$ cat config.mk
export PLATFORM = sky130hd
export DESIGN_NAME = gpib_system_controller
export DESIGN_NICKNAME = d
export VERILOG_FILES = /design/src/rtl/gpib_ctl_pkg.sv /design/src/rtl/gpib_source_hs.sv /design/src/rtl/gpib_system_controller.sv
export SDC_FILE = /design/constraint.sdc
export NUM_CORES = 1
export LEC_CHECK = 0
export BUFFER_PORTS_ARGS = -buffer_cell sky130_fd_sc_hd__buf_4
export CAP_MARGIN = 10
export CORE_MARGIN = 5
export CORE_UTILIZATION = 33
export CTS_CLUSTER_SIZE = 14
export DETAILED_ROUTE_END_ITERATION = 7
export SKIP_LAST_GASP = 1
export SLEW_MARGIN = 30
export SYNTH_ARGS = -nofsm -noshare
export SYNTH_HDL_FRONTEND = slang
export SYNTH_SLANG_ARGS = --single-unit
$ cat constraint.sdc
create_clock -name clk_sys_i -period 3.6 [get_ports clk_sys_i]
set_clock_uncertainty 0.15 [all_clocks]
set_input_delay 0.18 -clock clk_sys_i [delete_from_list [all_inputs] [get_ports clk_sys_i]]
set_output_delay 0.18 -clock clk_sys_i [all_outputs]
set_load 0.005 [all_outputs]
$ cat src/rtl/gpib_ctl_pkg.sv
// Constants, command codes and state types for the instrument bus controller
package gpib_ctl_pkg;
  localparam int CLK_PERIOD_NS = 40;
  localparam int IFC_HOLD_US = 100;
  localparam logic [11:0] IFC_HOLD_CYC = 12'((IFC_HOLD_US * 1000) / CLK_PERIOD_NS);
  localparam logic [3:0] MAX_LISTENERS = 4'hE;
  localparam logic [7:0] BYTE_UNL = 8'h3F;
  localparam logic [7:0] BYTE_UNT = 8'h5F;
  localparam logic [7:0] BYTE_SPE = 8'h18;
  localparam logic [7:0] BYTE_SPD = 8'h19;
  localparam logic [7:0] LAD_BASE = 8'h20;
  localparam logic [7:0] TAD_BASE = 8'h40;
  localparam logic [7:0] GROUP_MASK = 8'hE0;
  localparam logic [7:0] LINES_IDLE = 8'hFF;
  localparam int RQS_BIT = 6;
  localparam logic [4:0] LAST_ADDR = 5'h1E;
  localparam logic [2:0] STEP_UNL = 3'h0;
  localparam logic [2:0] STEP_SPE = 3'h1;
  localparam logic [2:0] STEP_TAD = 3'h2;
  localparam logic [2:0] STEP_SPD = 3'h3;
  localparam logic [2:0] STEP_UNT = 3'h4;
  localparam logic [2:0] CMD_IFC = 3'h0;
  localparam logic [2:0] CMD_ATN_BYTE = 3'h1;
  localparam logic [2:0] CMD_TALK_BYTE = 3'h2;
  localparam logic [2:0] CMD_LISTEN = 3'h3;
  localparam logic [2:0] CMD_LISTEN_STOP = 3'h4;

  typedef enum logic [1:0] {SRC_IDLE, SRC_SETUP, SRC_VALID} src_state_type;
  typedef enum logic [3:0] {
    CTL_IDLE, CTL_IFC, CTL_SEND, CTL_L_READY, CTL_L_ACK, CTL_L_WAIT, CTL_P_CMD, CTL_P_CMDW
  } ctl_state_type;
endpackage : gpib_ctl_pkg

$ cat src/rtl/gpib_source_hs.sv
// Source handshake: drives one byte with data valid, paced by the listeners
`timescale 1ns/1ps
module gpib_source_hs
  import gpib_ctl_pkg::*;
(
  input wire logic clk_sys_i,
  input wire logic rst_i,
  input wire logic start_i,
  input wire logic [7:0] byte_i,
  input wire logic eoi_i,
  input wire logic nrfd_i,
  input wire logic ndac_i,
  output logic done_o,
  output logic low_o,
  output logic [7:0] dio_oe_n_o,
  output logic dav_oe_n_o,
  output logic eoi_oe_n_o
);
  typedef struct packed {
    src_state_type st;
    logic [7:0] dio_n;
    logic dav_n;
    logic eoi_n;
    logic done;
    logic low;
  } src_type;

  src_type s_reg;
  src_type s_next;

  always_comb begin
    s_next = s_reg;
    s_next.done = 1'b0;
    case (s_reg.st)
      SRC_IDLE: begin
        if (start_i) begin
          s_next.dio_n = ~byte_i;
          s_next.eoi_n = ~eoi_i;
          s_next.st = SRC_SETUP;
        end
      end
      SRC_SETUP: begin
        // Data settles one cycle; all listeners ready and none accepted yet
        if (!nrfd_i && ndac_i) begin
          s_next.dav_n = 1'b0;
          s_next.st = SRC_VALID;
        end
      end
      SRC_VALID: begin
        if (!ndac_i) begin
          s_next.dav_n = 1'b1;
          s_next.dio_n = LINES_IDLE;
          s_next.eoi_n = 1'b1;
          s_next.done = 1'b1;
          s_next.st = SRC_IDLE;
        end
      end
      default: s_next.st = SRC_IDLE;
    endcase
  end

  always_ff @(posedge clk_sys_i) begin
    if (rst_i) begin
      s_reg <= '0;
      s_reg.st <= SRC_IDLE;
      s_reg.dio_n <= LINES_IDLE;
      s_reg.dav_n <= 1'b1;
      s_reg.eoi_n <= 1'b1;
    end else begin
      s_reg <= s_next;
    end
  end

  assign done_o = s_reg.done;
  assign low_o = s_reg.low;
  assign dio_oe_n_o = s_reg.dio_n;
  assign dav_oe_n_o = s_reg.dav_n;
  assign eoi_oe_n_o = s_reg.eoi_n;

  property p_no_dav_while_nrfd;
    @(posedge clk_sys_i) disable iff (rst_i)
    $fell(dav_oe_n_o) |-> $past(!nrfd_i);
  endproperty
  a_no_dav_while_nrfd: assert property (p_no_dav_while_nrfd)
    else $error("data valid asserted while a listener was not ready");

  property p_release_after_accept;
    @(posedge clk_sys_i) disable iff (rst_i)
    (!dav_oe_n_o && !ndac_i) |=> (dav_oe_n_o && dio_oe_n_o == LINES_IDLE && done_o);
  endproperty
  a_release_after_accept: assert property (p_release_after_accept)
    else $error("byte not removed after all listeners accepted");
endmodule : gpib_source_hs

$ cat src/rtl/gpib_system_controller.sv
// Instrument bus system controller with talker and listener
`timescale 1ns/1ps
module gpib_system_controller
  import gpib_ctl_pkg::*;
#(
  parameter logic [4:0] OWN_ADDR = 5'h00
)(
  input wire logic clk_sys_i,
  input wire logic rst_i,
  input wire logic prog_running_i,
  input wire logic cmd_valid_i,
  input wire logic [2:0] cmd_code_i,
  input wire logic [7:0] cmd_byte_i,
  input wire logic cmd_eoi_i,
  input wire logic [7:0] dio_n_i,
  input wire logic dav_n_i,
  input wire logic nrfd_n_i,
  input wire logic ndac_n_i,
  input wire logic eoi_n_i,
  input wire logic srq_n_i,
  output logic [7:0] dio_o,
  output logic [7:0] dio_oe_n_o,
  output logic dav_o,
  output logic dav_oe_n_o,
  output logic eoi_o,
  output logic eoi_oe_n_o,
  output logic nrfd_o,
  output logic nrfd_oe_n_o,
  output logic ndac_o,
  output logic ndac_oe_n_o,
  output logic atn_n_o,
  output logic ifc_n_o,
  output logic ren_n_o,
  output logic busy_o,
  output logic done_o,
  output logic err_o,
  output logic srq_o,
  output logic rx_valid_o,
  output logic [7:0] rx_byte_o,
  output logic rx_eoi_o,
  output logic poll_done_o,
  output logic poll_found_o,
  output logic [4:0] poll_addr_o,
  output logic [7:0] poll_status_o
);
  typedef struct packed {
    ctl_state_type st;
    logic [7:0] tx;
    logic tx_eoi;
    logic start;
    logic atn_n;
    logic ifc_n;
    logic ren_n;
    logic nrfd_n;
    logic ndac_n;
    logic [7:0] rx;
    logic rx_eoi;
    logic rx_valid;
    logic done;
    logic busy;
    logic err;
    logic srq;
    logic polling;
    logic [2:0] step;
    logic [4:0] cand;
    logic poll_done;
    logic poll_found;
    logic [4:0] poll_addr;
    logic [7:0] poll_status;
    logic [3:0] lcnt;
    logic [11:0] cnt;
  } ctl_type;

  ctl_type c_reg;
  ctl_type c_next;
  logic src_done;
  logic src_low;
  logic dav_a;
  logic nrfd_a;
  logic ndac_a;
  logic srq_a;
  logic lad_cmd;

  // Bus lines are active low; internal terms are asserted-high
  assign dav_a = ~dav_n_i;
  assign nrfd_a = ~nrfd_n_i;
  assign ndac_a = ~ndac_n_i;
  assign srq_a = ~srq_n_i;
  assign lad_cmd = ((cmd_byte_i & GROUP_MASK) == LAD_BASE) && (cmd_byte_i != BYTE_UNL);

  function automatic logic [7:0] poll_byte(input logic [2:0] step, input logic [4:0] cand);
    case (step)
      STEP_UNL: poll_byte = BYTE_UNL;
      STEP_SPE: poll_byte = BYTE_SPE;
      STEP_TAD: poll_byte = TAD_BASE | {3'b000, cand};
      STEP_SPD: poll_byte = BYTE_SPD;
      default: poll_byte = BYTE_UNT;
    endcase
  endfunction : poll_byte

  gpib_source_hs u_source (
    .clk_sys_i(clk_sys_i),
    .rst_i(rst_i),
    .start_i(c_reg.start),
    .byte_i(c_reg.tx),
    .eoi_i(c_reg.tx_eoi),
    .nrfd_i(nrfd_a),
    .ndac_i(ndac_a),
    .done_o(src_done),
    .low_o(src_low),
    .dio_oe_n_o(dio_oe_n_o),
    .dav_oe_n_o(dav_oe_n_o),
    .eoi_oe_n_o(eoi_oe_n_o)
  );

  always_comb begin
    logic [4:0] nc;
    nc = c_reg.cand + 5'h01;
    if (nc == OWN_ADDR) begin
      nc = nc + 5'h01;
    end
    c_next = c_reg;
    c_next.start = 1'b0;
    c_next.done = 1'b0;
    c_next.err = 1'b0;
    c_next.rx_valid = 1'b0;
    c_next.poll_done = 1'b0;
    c_next.ren_n = ~prog_running_i;
    c_next.srq = srq_a;
    case (c_reg.st)
      CTL_IDLE: begin
        if (cmd_valid_i) begin
          case (cmd_code_i)
            CMD_IFC: begin
              c_next.ifc_n = 1'b0;
              c_next.atn_n = 1'b1;
              c_next.lcnt = 4'h0;
              c_next.cnt = 12'h000;
              c_next.st = CTL_IFC;
            end
            CMD_ATN_BYTE: begin
              if (lad_cmd && c_reg.lcnt == MAX_LISTENERS) begin
                c_next.err = 1'b1;
              end else begin
                c_next.atn_n = 1'b0;
                c_next.tx = cmd_byte_i;
                c_next.tx_eoi = 1'b0;
                c_next.start = 1'b1;
                c_next.st = CTL_SEND;
                if (cmd_byte_i == BYTE_UNL) begin
                  c_next.lcnt = 4'h0;
                end else if (lad_cmd) begin
                  c_next.lcnt = c_reg.lcnt + 4'h1;
                end
              end
            end
            CMD_TALK_BYTE: begin
              c_next.atn_n = 1'b1;
              c_next.tx = cmd_byte_i;
              c_next.tx_eoi = cmd_eoi_i;
              c_next.start = 1'b1;
              c_next.st = CTL_SEND;
            end
            CMD_LISTEN: begin
              c_next.atn_n = 1'b1;
              c_next.polling = 1'b0;
              c_next.nrfd_n = 1'b0;
              c_next.ndac_n = 1'b0;
              c_next.st = CTL_L_READY;
            end
            default: c_next.err = 1'b1;
          endcase
        end else if (srq_a) begin
          c_next.polling = 1'b1;
          c_next.step = STEP_UNL;
          c_next.cand = (OWN_ADDR == 5'h00) ? 5'h01 : 5'h00;
          c_next.st = CTL_P_CMD;
        end
      end
      CTL_IFC: begin
        c_next.cnt = c_reg.cnt + 12'h001;
        if (c_reg.cnt == IFC_HOLD_CYC - 12'h001) begin
          c_next.ifc_n = 1'b1;
          c_next.done = 1'b1;
          c_next.st = CTL_IDLE;
        end
      end
      CTL_SEND: begin
        if (src_done) begin
          c_next.done = 1'b1;
          c_next.st = CTL_IDLE;
        end
      end
      CTL_L_READY: begin
        // Bus commands are never decoded here: clear, trigger and control
        // transfer from others have no effect, and ATN is ours alone
        c_next.nrfd_n = 1'b1;
        if (!c_reg.polling && cmd_valid_i && cmd_code_i == CMD_LISTEN_STOP) begin
          c_next.ndac_n = 1'b1;
          c_next.done = 1'b1;
          c_next.st = CTL_IDLE;
        end else if (dav_a) begin
          c_next.rx = ~dio_n_i;
          c_next.rx_eoi = ~eoi_n_i;
          c_next.nrfd_n = 1'b0;
          c_next.st = CTL_L_ACK;
        end
      end
      CTL_L_ACK: begin
        c_next.ndac_n = 1'b1;
        c_next.rx_valid = ~c_reg.polling;
        c_next.st = CTL_L_WAIT;
      end
      CTL_L_WAIT: begin
        if (!dav_a) begin
          c_next.ndac_n = 1'b0;
          if (c_reg.polling) begin
            c_next.poll_status = c_reg.rx;
            c_next.nrfd_n = 1'b1;
            c_next.ndac_n = 1'b1;
            c_next.step = STEP_SPD;
            c_next.st = CTL_P_CMD;
          end else if (c_reg.rx_eoi) begin
            c_next.nrfd_n = 1'b1;
            c_next.ndac_n = 1'b1;
            c_next.done = 1'b1;
            c_next.st = CTL_IDLE;
          end else begin
            c_next.st = CTL_L_READY;
          end
        end
      end
      CTL_P_CMD: begin
        c_next.atn_n = 1'b0;
        c_next.tx = poll_byte(c_reg.step, c_reg.cand);
        c_next.tx_eoi = 1'b0;
        c_next.start = 1'b1;
        c_next.st = CTL_P_CMDW;
      end
      CTL_P_CMDW: begin
        if (src_done) begin
          c_next.step = c_reg.step + 3'h1;
          c_next.st = CTL_P_CMD;
          if (c_reg.step == STEP_UNL) begin
            c_next.lcnt = 4'h0;
          end else if (c_reg.step == STEP_TAD) begin
            // Status byte is read with ATN released
            c_next.atn_n = 1'b1;
            c_next.nrfd_n = 1'b0;
            c_next.ndac_n = 1'b0;
            c_next.st = CTL_L_READY;
          end else if (c_reg.step == STEP_UNT) begin
            if (c_reg.poll_status[RQS_BIT] || nc > LAST_ADDR) begin
              c_next.atn_n = 1'b1;
              c_next.polling = 1'b0;
              c_next.poll_done = 1'b1;
              c_next.poll_found = c_reg.poll_status[RQS_BIT];
              c_next.poll_addr = c_reg.cand;
              c_next.st = CTL_IDLE;
            end else begin
              c_next.cand = nc;
              c_next.step = STEP_UNL;
            end
          end
        end
      end
      default: c_next.st = CTL_IDLE;
    endcase
    c_next.busy = (c_next.st != CTL_IDLE);
  end

  always_ff @(posedge clk_sys_i) begin
    if (rst_i) begin
      c_reg <= '0;
      c_reg.st <= CTL_IDLE;
      c_reg.atn_n <= 1'b1;
      c_reg.ifc_n <= 1'b1;
      c_reg.ren_n <= 1'b1;
      c_reg.nrfd_n <= 1'b1;
      c_reg.ndac_n <= 1'b1;
    end else begin
      c_reg <= c_next;
    end
  end

  // Open-collector lines only ever pull low
  assign dio_o = {8{src_low}};
  assign dav_o = src_low;
  assign eoi_o = src_low;
  assign nrfd_o = src_low;
  assign ndac_o = src_low;
  assign nrfd_oe_n_o = c_reg.nrfd_n;
  assign ndac_oe_n_o = c_reg.ndac_n;
  assign atn_n_o = c_reg.atn_n;
  assign ifc_n_o = c_reg.ifc_n;
  assign ren_n_o = c_reg.ren_n;
  assign busy_o = c_reg.busy;
  assign done_o = c_reg.done;
  assign err_o = c_reg.err;
  assign srq_o = c_reg.srq;
  assign rx_valid_o = c_reg.rx_valid;
  assign rx_byte_o = c_reg.rx;
  assign rx_eoi_o = c_reg.rx_eoi;
  assign poll_done_o = c_reg.poll_done;
  assign poll_found_o = c_reg.poll_found;
  assign poll_addr_o = c_reg.poll_addr;
  assign poll_status_o = c_reg.poll_status;

  property p_ren_follows_prog;
    @(posedge clk_sys_i) disable iff (rst_i)
    $rose(prog_running_i) |=> !ren_n_o;
  endproperty
  a_ren_follows_prog: assert property (p_ren_follows_prog)
    else $error("remote enable not asserted while program runs");

  property p_ifc_held;
    @(posedge clk_sys_i) disable iff (rst_i)
    $fell(ifc_n_o) |-> (!ifc_n_o && busy_o)[*8];
  endproperty
  a_ifc_held: assert property (p_ifc_held)
    else $error("interface clear released too early");

  property p_drive_only_as_source;
    @(posedge clk_sys_i) disable iff (rst_i)
    (dio_oe_n_o != LINES_IDLE) |-> (c_reg.st == CTL_SEND || c_reg.st == CTL_P_CMDW);
  endproperty
  a_drive_only_as_source: assert property (p_drive_only_as_source)
    else $error("data lines driven outside a source transfer");

  property p_srq_starts_poll;
    @(posedge clk_sys_i) disable iff (rst_i)
    (c_reg.st == CTL_IDLE && !cmd_valid_i && srq_a) |=> ##1 !atn_n_o;
  endproperty
  a_srq_starts_poll: assert property (p_srq_starts_poll)
    else $error("service request did not start a serial poll");

  property p_poll_read_atn_off;
    @(posedge clk_sys_i) disable iff (rst_i)
    (c_reg.st == CTL_L_READY) |-> atn_n_o;
  endproperty
  a_poll_read_atn_off: assert property (p_poll_read_atn_off)
    else $error("status byte read with attention asserted");

  property p_eoi_ends_listen;
    @(posedge clk_sys_i) disable iff (rst_i)
    (c_reg.st == CTL_L_WAIT && !dav_a && c_reg.rx_eoi && !c_reg.polling)
      |=> (!busy_o && done_o && nrfd_oe_n_o && ndac_oe_n_o);
  endproperty
  a_eoi_ends_listen: assert property (p_eoi_ends_listen)
    else $error("listen not ended by final byte");

  property p_listen_stop;
    @(posedge clk_sys_i) disable iff (rst_i)
    (c_reg.st == CTL_L_READY && !c_reg.polling && cmd_valid_i
      && cmd_code_i == CMD_LISTEN_STOP) |=> (nrfd_oe_n_o && ndac_oe_n_o && !busy_o);
  endproperty
  a_listen_stop: assert property (p_listen_stop)
    else $error("listener did not withdraw");

  property p_listener_limit;
    @(posedge clk_sys_i) disable iff (rst_i)
    (c_reg.lcnt == MAX_LISTENERS && c_reg.st == CTL_IDLE && cmd_valid_i
      && cmd_code_i == CMD_ATN_BYTE && lad_cmd) |=> (err_o && !busy_o);
  endproperty
  a_listener_limit: assert property (p_listener_limit)
    else $error("fifteenth listener address accepted");

  property p_atn_with_command;
    @(posedge clk_sys_i) disable iff (rst_i)
    (c_reg.st == CTL_IDLE && cmd_valid_i && cmd_code_i == CMD_ATN_BYTE && !lad_cmd)
      |=> (!atn_n_o && busy_o) ##1 (dio_oe_n_o == ~$past(cmd_byte_i, 2));
  endproperty
  a_atn_with_command: assert property (p_atn_with_command)
    else $error("command byte not sent under attention");
endmodule : gpib_system_controller

; ---- Word level (Yosys, flattened, before mapping)
; Index checks and enable logic that the tools add are counted.
[op_classes]
reduce_logical = 43
n_lt_le_gt_ge = 1
n_addsub = 5
eq_ne = 52
bitwise = 19
n_mux = 89
[ops]
columns = op, n
row1 = 16-bit two-way mux, 5
row2 = 4-bit two-way mux, 14
row3 = 10-bit one-hot mux with 2 select lines, 2
row4 = 8-bit AND reduction, 5
row5 = "2-bit inequality test, second input constant", 16
row6 = 4-bit one-hot mux with 8 select lines, 1
row7 = 7-bit one-hot mux with 4 select lines, 1
row8 = 12-bit two-way mux, 2
row9 = 12-bit one-hot mux with 2 select lines, 1
row10 = 1-bit two-way mux, 22
row11 = 2-bit two-way mux, 10
row12 = 3-bit two-way mux, 6
row13 = 3-bit AND reduction, 6
row14 = 1-bit NOT, 17
row15 = "4-bit by 3-bit equality test with 1-bit output, second input constant", 4
row16 = 8-bit two-way mux, 2
row17 = 8-bit NOT, 2
row18 = 4-bit one-hot mux with 2 select lines, 2
row19 = 4-bit one-hot mux with 4 select lines, 1
row20 = 8-bit one-hot mux with 2 select lines, 1
row21 = 15-bit two-way mux, 1
row22 = "3-bit inequality test, second input constant", 5
row23 = 13-bit two-way mux, 1
row24 = "12-bit by 1-bit adder with 12-bit output, second input constant", 1
row25 = 47 further kinds, 81
[totals]
out_inout_bits = 56
wordCells = 239
register_bits = 86
inputBits = 29

; ---- Longest topological paths before layout
; Gate-level depths: netlist (run 1).
[logic_depth]
word_depth = 12
ltp_mapped = 9
depth_no_buf = 8

; ---- Modules after synthesis
; A second synthesis (run 1) with hierarchy kept.
[hier_totals]
hier_cells = 537
area_unflattened_um2 = 4523.1
[by_module_without_submodules]
columns = mod, seq_area_each_um2, cells_per_inst, area_each_um2, instances
row1 = gpib_system_controller, 1461.4, 489, 3992.6, 1
row2 = gpib_source_hs, 260.2, 48, 530.5, 1

; ---- Least setup slack after synthesis (run 1)
; No wires, ideal clock.
[synth_path]
path_type = reg2reg
start = register c_reg[31] in the netlist's numbering
end = register c_reg (netlist bit busy_o)
setup_slack_ps = 1043
path_buffers = 0
arrival_time_ps = 2260
period_less_slack_ps = 2557
stages_incl_launch_ff = 8
cell_sequence = dfxtp_1 > inv_1 > ha_1 > nor4b_1 > a21oi_1 > o211a_1 > a2111oi_0 > a31oi_1
[synth_between]
elab_chain_len = 12
word_cells_on_any_way = 13
[synth_lines]
columns = item, line
row1 = start: declaration, gpib_system_controller.sv:74  ; ctl_type c_reg;
row2 = start signal: assignment, gpib_system_controller.sv:282  ; c_reg <= c_next;
row3 = 5-bit by 1-bit adder with 5-bit output (*), gpib_system_controller.sv:118  ; nc = c_reg.cand + 5'h01;
row4 = 5-bit by 1-bit adder with 5-bit output / 5-bit logical NOT (equally long branches), "gpib_system_controller.sv:120, gpib_system_controller.sv:119"
row5 = 5-bit two-way mux (*), gpib_system_controller.sv:119  ; if (nc == OWN_ADDR) begin
row6 = 5-bit greater-than comparator (*), gpib_system_controller.sv:253  ; if (c_reg.poll_status[RQS_BIT] || nc > LAST_ADDR) begin
row7 = 1-bit logical OR (*), gpib_system_controller.sv:253
row8 = 3-bit two-way mux (*), gpib_system_controller.sv:253
row9 = 3-bit two-way mux (*), gpib_system_controller.sv:252  ; end else if (c_reg.step == STEP_UNT) begin
row10 = 3-bit two-way mux (*), gpib_system_controller.sv:246  ; end else if (c_reg.step == STEP_TAD) begin
row11 = 3-bit two-way mux (*), gpib_system_controller.sv:244  ; if (c_reg.step == STEP_UNL) begin
row12 = 4-bit two-way mux (*), gpib_system_controller.sv:241  ; if (src_done) begin
row13 = 4-bit one-hot mux with 8 select lines (*), gpib_system_controller.sv:130  ; case (c_reg.st)
row14 = 4-bit nonzero test (*), gpib_system_controller.sv:269  ; c_next.busy = (c_next.st != CTL_IDLE);
; Mark *: on every way between the ends. The rest lies on a longest branch, timed or not.
; A chain may end at the register's enable or synchronous reset.

; ---- Worst setup path in the final report (run 1)
[layout_path]
start = register c_reg[70] in the netlist's numbering
end = register c_reg (netlist bit poll_status_o[7])
[layout_between]
elab_chain_len = 2
[layout_lines]
columns = item, line
row1 = 4-bit by 3-bit equality test with 1-bit output, gpib_system_controller.sv:130
row2 = 3-bit AND reduction (no source line), --
; Every way passes these cells.

==> results.md, run 1 <==
- M1 wire length: 5030 um
- Worst hold slack: 0.01992 ns
- Setup_tns: 0 ns
- Starting Density: 33.91%
- DP Cell Count: 751
- Critical-path maximum fanout: 26
- Final Cycle Share: 84.34%
- LEAKAGE: 2.104 nW
- P per Cell Area: 372.1 mW/mm2
- Final Non-Filler Cells: 784
- Inserted Clock Buffers: 9
- Ys flop type: dfxtp_1
- Mean number of vias per cell: 4.954
- Setup violators final: 0
- Share of the synthesized area in the top cell type: 38.04%
- Iteration-0 DRC Markers: 195
- Placed cell areas: 0.004910 mm2
- All-Layer GR Usage: 14.01%
- Worst path slowest cell: or4_4
- Worst skew pair latency: 0.35 ns
- Crit-path cells: or4_4 > nor3_1 > o21bai_1 > nand2b_1 > mux2i_1 > nor2_1
- Die area: 0.01616 mm2
- CP required: 3.66 ns
- Grt total ovfl: 0
- Worst path top cell family by delay: simple AND/OR/NAND/NOR gates
- Vias in the first global route: 3,813
- Max Used Layer: met4
- Register area share after synthesis: 38.04%
- GPL Wtd Cong: 0.8728
- Crit Path Class: reg2reg
- Antenna diode instance count: 0
- Site row count: 42
- Status: complete, no violations
- Layout Nets: 644
- Achievable Freq: 0.3294 GHz
- Synthesis warning total: 0
- Post-route minimum period: 3.036 ns
- Post-synth EDFFs: 0
- Sequential cell area: 0.001722 mm2
- CP endpoint kind: flip-flop
- Met3 WL: 571 um
- Reg2reg end: poll_status_o[7]
- Tot Pwr: 1.999 mW
- Max FFs per register: 39
- FF-to-FF setup slack: 0.56 ns
- Worst R2R Start: c_reg[70]
- TritonRoute pass-1 iters: 4
- Largest net degree at the start of global routing: 60
- ANT nets after route: 0
- Syn Area/Cell: 8.110 um2
- Worst Hold End: c_reg[62]
- Final instance area: 0.005371 mm2
- P&R area growth vs syn: 18.69%
- Hpwl dp: 8206 um
- Multi-input gate area: 0.002372 mm2
- Fillers: 1,371
- DIE HEIGHT: 127.1 um
- WL/cell: 14.15 um
- Reg2reg path depth: 6
- Post-synth top area cell: dfxtp_1
- #FFs+latches synth: 86
- Clock slew at reported path FFs: 0.07 ns
- CP max stage delay: 0.71 ns
- Mapped cell area: 0.004526 mm2
- Final hold vios: 0
- Core Util, Final: 40.24%
- Asr flop ratio synth: 0%
- Worst Hold Launch: cmd_byte_i[1]
- Netlist cell types: 62
- Drt drc: 0
- I/O pin cnt: 85
- Die W: 127.1 um
- Initial antenna violation count: 0
- Slew @ Worst Pin: 0.8576 ns
- Worst Setup Start Kind: flip-flop
- Max_slew headroom: 42.70%
- CTS H-tree lvls: 3
- Core area: 0.01335 mm2
- Final wirelength: 11,100 um
- CTS Buffer Depth: 2
- Worst Slack Setup Final: 0.5639 ns
- Vias after detailed routing: 3,884
- Max-Cap Viols: 0
- HP Class: in2reg
- Pins Over Slew Limit: 0
- Dpl ws: 0.5410 ns
- WHS Path Cells: 3
- Wire length on met2: 5357 um
- Crit path buf inv count: 0
- Worst VDD drop: 0.0001791 V
- Count of buffers from port buffering: 72
- Unrepaired setup endpoints after global routing: no
- Layout cell share with drive strength beyond 1: 16.78%
- Root Driver: clkbuf_16
- First-pass GRT wire length: 18,600 um
- Synth Instances: 558
- TritonCTS clock tree: yes
- Top post-synthesis cells by area: dfxtp_1 (38%), buf_4 (7.0%), nor2_1 (6.7%)
- Sink Count: 86
- Arr. time, crit path: 3.09 ns
how the worst max path moves through the flow:
stage | startpoint | end | slack (ns) | depth (start not counted)
finish | c_reg[70] | poll_status_o[7] | 0.56 | 6
global route | c_reg[31] | busy_o | 0.21 | 7
CTS | c_reg[70] | poll_status_o[7] | 0.53 | 6
detailed placement | c_reg[70] | poll_status_o[7] | 0.54 | 6
global placement | c_reg[70] | poll_status_o[2] | 0.73 | 6
floorplan | c_reg[31] | busy_o | 1.04 | 7
cell usage in the layout, fill, tap and decap left out, types with 10 or more instances in the layout:
cell	count
conb_1	13
nor2_1	81
dlygate4sd3_1	17
inv_1	13
a21oi_1	28
nand3_1	10
dfxtp_1	86
nand2_1	67
nor3_1	10
mux2i_1	19
a31oi_1	14
ha_1	12
xor2_1	10
buf_4	73
o21ai_0	24
a211oi_1	13
report_power, final:
part	switching, mW	internal, mW	total [mW]
clock	0.391	0.488	0.879
sequential	0.0144	0.963	0.977
combinational	0.0764	0.0661	0.143
total	0.482	1.52	2.00
per-layer routing:
layer / track usage [%] / vias up
met5: 0 / -
met4: 4.669 / 0
met3: 3.464 / 10
met2: 23.29 / 97
met1: 17.81 / 1794
li1: - / 1983
area by class of cell:
class / instances / area share, %
Clock buffer: 10 / 4.449
Clock inverter: 6 / 0.8852
Inverter: 14 / 0.9783
Multi-Input combinational cell: 402 / 44.17
Sequential cell: 86 / 32.05
Tap cell: 176 / 4.100
Timing Repair Buffer: 90 / 13.37
cell usage after synthesis, drive strengths merged (4+ instances only):
library cell	n
a21oi	28
nor3	12
nor2	82
and3	4
and4	4
o21a	4
a22oi	6
nand2b	5
nor4	6
a31oi	14
inv	13
clkbuf	17
o211ai	4
and2	5
buf	51
mux2i	19
xor2	10
nor3b	4
nand3	10
nor2b	6
ha	12
dfxtp	86
a211oi	13
nand4	7
o21ai	28
a2111oi	5
nand2	67
kinds of logic (layout without fill, tap and decap cells):
| group | Yosys count | in the layout | synth area share [%] |
|---|---|---|---|
| adders and majority gates | 12 | 12 | 3.318 |
| buffers and inverters | 82 | 120 | 10.75 |
| DFF | 86 | 86 | 38.04 |
| and+or+nand+nor | 226 | 226 | 23.56 |
| other | 1 | 13 | 0.08286 |
| xor gates and xnor gates | 13 | 13 | 2.516 |
| muxes | 20 | 20 | 4.451 |
| AOI/OAI and AO/OA | 118 | 118 | 17.28 |
repair_timing:
item	CTS	global route
gates resized for setup	0	0
hold buffers	17	0
endpoints found under the hold margin	17	0
setup buffers	0	0
worst reg2reg max path: stages, from the launching register on:
cell,delay [ns]
dfxtp_1,0.56
or4_4,0.71
nor3_1,0.49
o21bai_1,0.23
nand2b_1,0.44
mux2i_1,0.27
nor2_1,0.05
(Power assumes the default switching activity.)
==> inputs of run 2 (changes only) <==
- ABC_AREA: not set -> 1
- clock period: 3.6 -> 2.6 ns (I/O delays scaled with it)
==> run 2 against run 1 <==
Global-route usage grew 0.34 points. Area after synthesis grew 3.7%. Hold slack gained 0.0014 ns. Die area grew 3.4%. Synthesized cell count grew 17%. Design area grew 4.9%. Critical path depth grew 10. Clock power grew 37%. Highest routed layer unchanged.
==> results.md, run 2 <==
- All-Layer GR Usage: 14.34% (+0.34 points)
- Vias after detailed routing: 4,168 (+7.3%)
- P per Cell Area: 506.5 mW/mm2 (+36%)
- Starting Density: 33.67% (-0.23 points)
- Netlist cell types: 43 (-31%)
- Post-synth EDFFs: 0 (unchanged)
- First-pass GRT wire length: 19,090 um (+2.6%)
- Synth Instances: 654 (+17%)
- Crit Path Class: reg2reg
- I/O pin cnt: 85 (unchanged)
- Die W: 129.2 um (+1.7%)
- CTS Hold Buffers Added: 22 (+5)
- Setup_tns: 0 ns (unchanged)
- Final wirelength: 11,530 um (+3.9%)
- Post_cts resized: 0 (unchanged)
- Count of buffers from port buffering: 72 (unchanged)
- Top post-synthesis cells by area: dfxtp_1 (37%), nand2_1 (11%), buf_4 (6.6%)
- TritonCTS clock tree: yes
- Max FFs per register: 39 (unchanged)
- CP endpoint kind: flip-flop
- Site row count: 43 (+2.4%)
- Crit path buf inv count: 0 (unchanged)
- Inserted Clock Buffers: 9 (unchanged)
- Final Non-Filler Cells: 904 (+15%)
- CTS H-tree lvls: 3 (unchanged)
- Worst path top cell family by delay: simple AND/OR/NAND/NOR gates
- Most common library cells after synthesis: nand2_1 (134), dfxtp_1 (86), inv_1 (66)
- Setup violators final: 0 (unchanged)
- Pins Over Slew Limit: 0 (unchanged)
- Tot Pwr: 2.855 mW (+43%)
- #FFs+latches synth: 86 (unchanged)
- Largest net degree at the start of global routing: 35 (-42%)
- CP required: 2.68 ns (-0.98 ns)
- Max-Cap Viols: 0 (unchanged)
- HP Class: in2reg
- Vias in the first global route: 3,913 (+2.6%)
- Placed cell areas: 0.005140 mm2 (+4.7%)
- CP max stage delay: 0.47 ns (-0.24 ns)
- Most common cell after layout, fill and taps aside: nand2_1
- Max_slew headroom: 44.98% (+2.3 points)
- Leading cell types in the layout, fill and taps excluded: nand2_1 (134), dfxtp_1 (86), buf_4 (76)
- Ys flop type: dfxtp_1
- Final Cycle Share: 83.83% (-0.51 points)
- Worst path slowest cell: dfxtp_1
- Mapped cell area: 0.004692 mm2 (+3.7%)
- Drt drc: 0 (unchanged)
- P&R area growth vs syn: 20.13%
- Root Driver: clkbuf_16
- Core area: 0.01393 mm2 (+4.4%)
- Post-route minimum period: 2.180 ns (-0.8565 ns)
- GPL Wtd Cong: 0.8425 (-3.5%)
- Antenna diode instance count: 0 (unchanged)
- Grt total ovfl: 0 (unchanged)
- Status: complete, no violations
- ANT nets after route: 0 (unchanged)
- Unrepaired setup endpoints after global routing: no
- Synthesis warning total: 0 (unchanged)
- CTS Buffer Depth: 2 (unchanged)
- Die area: 0.01670 mm2 (+3.4%)
- DP Cell Count: 867 (+15%)
- DIE HEIGHT: 129.2 um (+1.7%)
- Asr flop ratio synth: 0% (unchanged)
- TritonRoute pass-1 iters: 4 (unchanged)
- Worst VDD drop: 0.0002969 V (+66%)
- Sink Count: 86 (unchanged)
- Critical-path maximum fanout: 8 (-69%)
- Syn Area/Cell: 7.174 um2 (-12%)
- Final hold vios: 0 (unchanged)
- Layout cell share with drive strength beyond 1: 18.37% (+1.6 points)
- Achievable Freq: 0.4588 GHz (+39%)
- Layout Nets: 761 (+18%)
- Iteration-0 DRC Markers: 288 (+48%)
- Crit-path cells: ha_1 > nand2_1 > nand2_1 > nand2_1 > nor2_1 > nand2_1 > nand2_2 > nand2_4 > nand2_4 > nand2_1 > nand2_1 > nand2_1 > nand2_1 > nand2_1 > nand2_1 > nand2_1
- Final instance area: 0.005637 mm2 (+4.9%)
- Post-CTS setup buffers: 0 (unchanged)
- Mean number of vias per cell: 4.611 (-6.9%)
- Share of the synthesized area in the top cell type: 36.69% (-1.3 points)
- Most frequent CP cell: nand2_1
- Worst Setup Start Kind: flip-flop
- Arr. time, crit path: 2.26 ns (-0.83 ns)
- Post-synth top area cell: dfxtp_1
- Worst skew pair latency: 0.34 ns (about the same)
- WL/cell: 12.75 um (-9.9%)
- Hpwl dp: 8683 um (+5.8%)
- Clock slew at reported path FFs: 0.06 ns (about the same)
- LEAKAGE: 2.472 nW (+17%)
- Register area share after synthesis: 36.69% (-1.3 points)
- Count leader, synth: nand2_1
- Slew @ Worst Pin: 0.8244 ns (-0.03324 ns)
- Initial antenna violation count: 0 (unchanged)
## run 2: through the flow
| step | utilization, % | worst slack [ns] | hold slack (ns) |
|---|---|---|---|
| after floorplan | - | 0.7299 | 0.04999 |
| after global placement | 36.89 | 0.5104 | 0.1486 |
| after detailed placement | 36.89 | 0.4449 | 0.1489 |
| after CTS | 40.45 | 0.4344 | 0.0009875 |
| after global routing | 40.45 | 0.2005 | 0.01956 |
| final | 40.45 | 0.4204 | 0.02129 |
## run 2: cells by family after synthesis
family	synth area share (%)
simple gates	29.60
buf+inv	14.53
compound gates	15.15
flops	36.69
fa+ha+maj	3.200
xor+xnor	0.7466
other cells	0.07992
## run 2: report_power, final
part           internal, mW  switching [mW]  leakage, nW  total, mW
sequential             1.35          0.0227        0.696       1.37
clock                 0.692           0.505        0.131       1.20
combinational         0.124           0.164         1.64      0.289
total                  2.16           0.692         2.47       2.85
## run 2: cell type report
cell class	instances	area, um2
fillers	1495	8298
repair buffers	98	790.8
flip-flops and latches	86	1722
clock inverters	3	20.02
well taps	180	225.2
multi-input cells	448	2333
clock buffers	12	256.5
inverters	77	289.0
## run 2: metal layers
layer	track usage, %	wire, um	part of all wire (%)	up-vias
met5	0	0	0	-
met4	4.941	108	0.94	0
met1	18.55	5408	47	1869
met3	5.441	782	6.8	6
met2	21.98	5229	45	87
li1	-	-	-	2206
## run 2: final timing paths
path	startpoint	endpoint	slack [ns]	depth (start not counted)
hold reg to reg	poll_addr_o[3]	poll_addr_o[3]	0.30	2
setup reg to reg	c_reg[31]	busy_o	0.42	16
hold / removal	cmd_code_i[0]	c_reg[60]	0.02	4
setup / recovery	c_reg[31]	busy_o	0.42	16
## run 2: worst reg2reg max path, cell delays in order (launching register included)
cell and delay (ns):
dfxtp_1 0.47, ha_1 0.26, nand2_1 0.07, nand2_1 0.11
nand2_1 0.06, nor2_1 0.14, nand2_1 0.08, nand2_2 0.09
nand2_4 0.08, nand2_4 0.08, nand2_1 0.08, nand2_1 0.08
nand2_1 0.05, nand2_1 0.07, nand2_1 0.05, nand2_1 0.07
nand2_1 0.07
==> inputs of run 3 (changes only) <==
- ABC_AREA: 1 -> 0
- clock period: 2.6 -> 2.1 ns (I/O delays scaled with it)
==> run 3 against run 2 <==
The run now ends with setup timing left. Fmax is 2.2% higher. Design area up 9.7%. Clock-buffer cell count down 3. Via count is 0.94% higher. Critical endpoint unchanged.
==> results.md, run 3 (synthesis gave the netlist of run 1 again) <==
- DP Cell Count: 804 (-7.3%)
- WL/cell: 14.33 um (+12%)
- Leading cell types in the layout, fill and taps excluded: buf_4 (130), dfxtp_1 (82), nor2_1 (81)
- Most common cell after layout, fill and taps aside: buf_4
- ANT nets after route: 0 (unchanged)
- Largest net degree at the start of global routing: 38 (+8.6%)
- Iteration-0 DRC Markers: 240 (-17%)
- Site row count: 42 (-2.3%)
- Slew @ Worst Pin: 0.5217 ns (-0.3026 ns)
- Grt total ovfl: 0 (unchanged)
- Placed cell areas: 0.005395 mm2 (+5.0%)
- Worst Hold End: c_reg[60]
- Clock slew at reported path FFs: 0.07 ns (about the same)
- Setup violators final: 1 (+1)
- Die area: 0.01616 mm2 (-3.3%)
- Drt drc: 0 (unchanged)
- Post-route minimum period: 2.132 ns (-0.04743 ns)
- Worst VDD drop: 0.0003246 V (+9.3%)
- GPL Wtd Cong: 0.8591 (+2.0%)
- Worst Hold Launch: cmd_eoi_i
- First-pass GRT wire length: 19,640 um (+2.9%)
- Unrepaired setup endpoints after global routing: yes
- Worst skew pair latency: 0.34 ns (about the same)
- Antenna diode instance count: 0 (unchanged)
- Final Cycle Share: 101.5% (+18 points)
- All-Layer GR Usage: 14.88% (+0.54 points)
- Starting Density: 33.91% (+0.23 points)
- Pins Over Slew Limit: 0 (unchanged)
- WHS Path Cells: 5 (+1)
- Achievable Freq: 0.4690 GHz (+2.2%)
- HP Class: in2reg
- Sequential cell area: 0.001732 mm2 (+0.58%)
- TritonCTS clock tree: yes
- Crit Path Class: reg2reg
- Arr. time, crit path: 2.20 ns (-0.06 ns)
- Final instance area: 0.006186 mm2 (+9.7%)
- LEAKAGE: 2.524 nW (+2.1%)
- Critical-path maximum fanout: 4 (-4)
- Sink Count: 86 (unchanged)
- Mean number of vias per cell: 4.944 (+7.2%)
- Root Driver: clkbuf_16
- Fillers: 1,319 (-12%)
- Count of buffers from port buffering: 72 (unchanged)
- Vias after detailed routing: 4,207 (+0.94%)
- Final Non-Filler Cells: 851 (-5.9%)
- Final hold vios: 0 (unchanged)
- Die W: 127.1 um (-1.7%)
- Failing checks: setup timing
- Hpwl dp: 8949 um (+3.1%)
- Inserted Clock Buffers: 9 (unchanged)
- Worst R2R Start: c_reg[31]
- Tot Pwr: 3.842 mW (+35%)
- CTS H-tree lvls: 3 (unchanged)
- I/O pin cnt: 85 (unchanged)
- Reg2reg end: busy_o
- Layout cell share with drive strength beyond 1: 28.15% (+9.8 points)
- Vias in the first global route: 4,021 (+2.8%)
- Multi-input gate area: 0.002557 mm2 (+9.6%)
- CP endpoint kind: flip-flop
- Initial antenna violation count: 0 (unchanged)
- CTS Buffer Depth: 2 (unchanged)
- Worst Slack Setup Final: -0.03218 ns (-0.4526 ns)
- CP required: 2.17 ns (-0.51 ns)
- Max FFs per register: 39 (unchanged)
- FF-to-FF setup slack: -0.03 ns (-0.45 ns)
- TritonRoute pass-1 iters: 5 (+1)
- DIE HEIGHT: 127.1 um (-1.7%)
- P per Cell Area: 621.1 mW/mm2 (+23%)
- Final wirelength: 12,200 um (+5.8%)
- Core area: 0.01335 mm2 (-4.2%)
- Reg2reg path depth: 7 (-9)
- Max_slew headroom: 65.13% (+20 points)
- P&R area growth vs syn: 36.69%
- Status: finished with violations
- Layout Nets: 711 (-6.6%)
- Setup_tns: -0.03218 ns (-0.03218 ns)
- Worst hold slack: 0.03740 ns (+0.01610 ns)
- Max-Cap Viols: 0 (unchanged)
- Worst Setup Start Kind: flip-flop
## run 3: worst max-delay path: stages, from the launching register on
cell	delay, ns
dfxtp_4	0.39
inv_4	0.04
ha_4	0.22
nor4b_4	0.33
a21oi_2	0.11
o211a_1	0.28
a2111oi_4	0.37
a31oi_1	0.12
## run 3: report_power, final
group / switching [mW] / total (mW) / leakage (nW) / internal [mW]
clock: 0.682 / 1.85 / 0.166 / 1.17
combinational: 0.165 / 0.327 / 1.66 / 0.162
sequential: 0.0157 / 1.66 / 0.698 / 1.65
total: 0.863 / 3.84 / 2.52 / 2.98
## run 3: layer usage
layer | up-vias | GRT usage (%) | part of all wire, %
met5 | - | 0 | 0
met4 | 0 | 4.416 | 1.4
met3 | 13 | 4.174 | 4.5
met2 | 71 | 24.75 | 50
met1 | 2000 | 18.83 | 44
li1 | 2123 | - | -
## run 3: what timing repair did
action	CTS	global route
resized for setup	4	30
endpoints found under the setup margin	30	43
hold buffers	24	0
endpoints found under the hold margin	30	0
setup buffers	0	7
pin swaps	2	14
## run 3: how the worst max path moves through the flow
stage / from / endpoint / slack, ns
global placement: c_reg[31] / busy_o / -0.02
global route: c_reg[31] / busy_o / -0.16
floorplan: c_reg[32] / c_reg[31] / -0.07
CTS: c_reg[31] / busy_o / -0.06
finish: c_reg[31] / busy_o / -0.03
detailed placement: c_reg[31] / busy_o / -0.09
## run 3: area by class of cell
cell class              instances  share of cell area [%]
well taps                     176                   3.560
flip-flops and latches         86                   27.99
clock buffers                   9                   3.641
multi-input cells             402                   41.34
clock inverters                 7                   1.942
inverters                      14                  0.8900
repair buffers                157                   20.63
## run 3: through the flow
| step | setup WS, ns | utilization, % |
|---|---|---|
| floorplan | -0.06592 | - |
| global placement | -0.01728 | 40.42 |
| detailed placement | -0.09362 | 40.42 |
| CTS | -0.05833 | 44.93 |
| global route | -0.1587 | 46.34 |
| finish | -0.03218 | 46.34 |
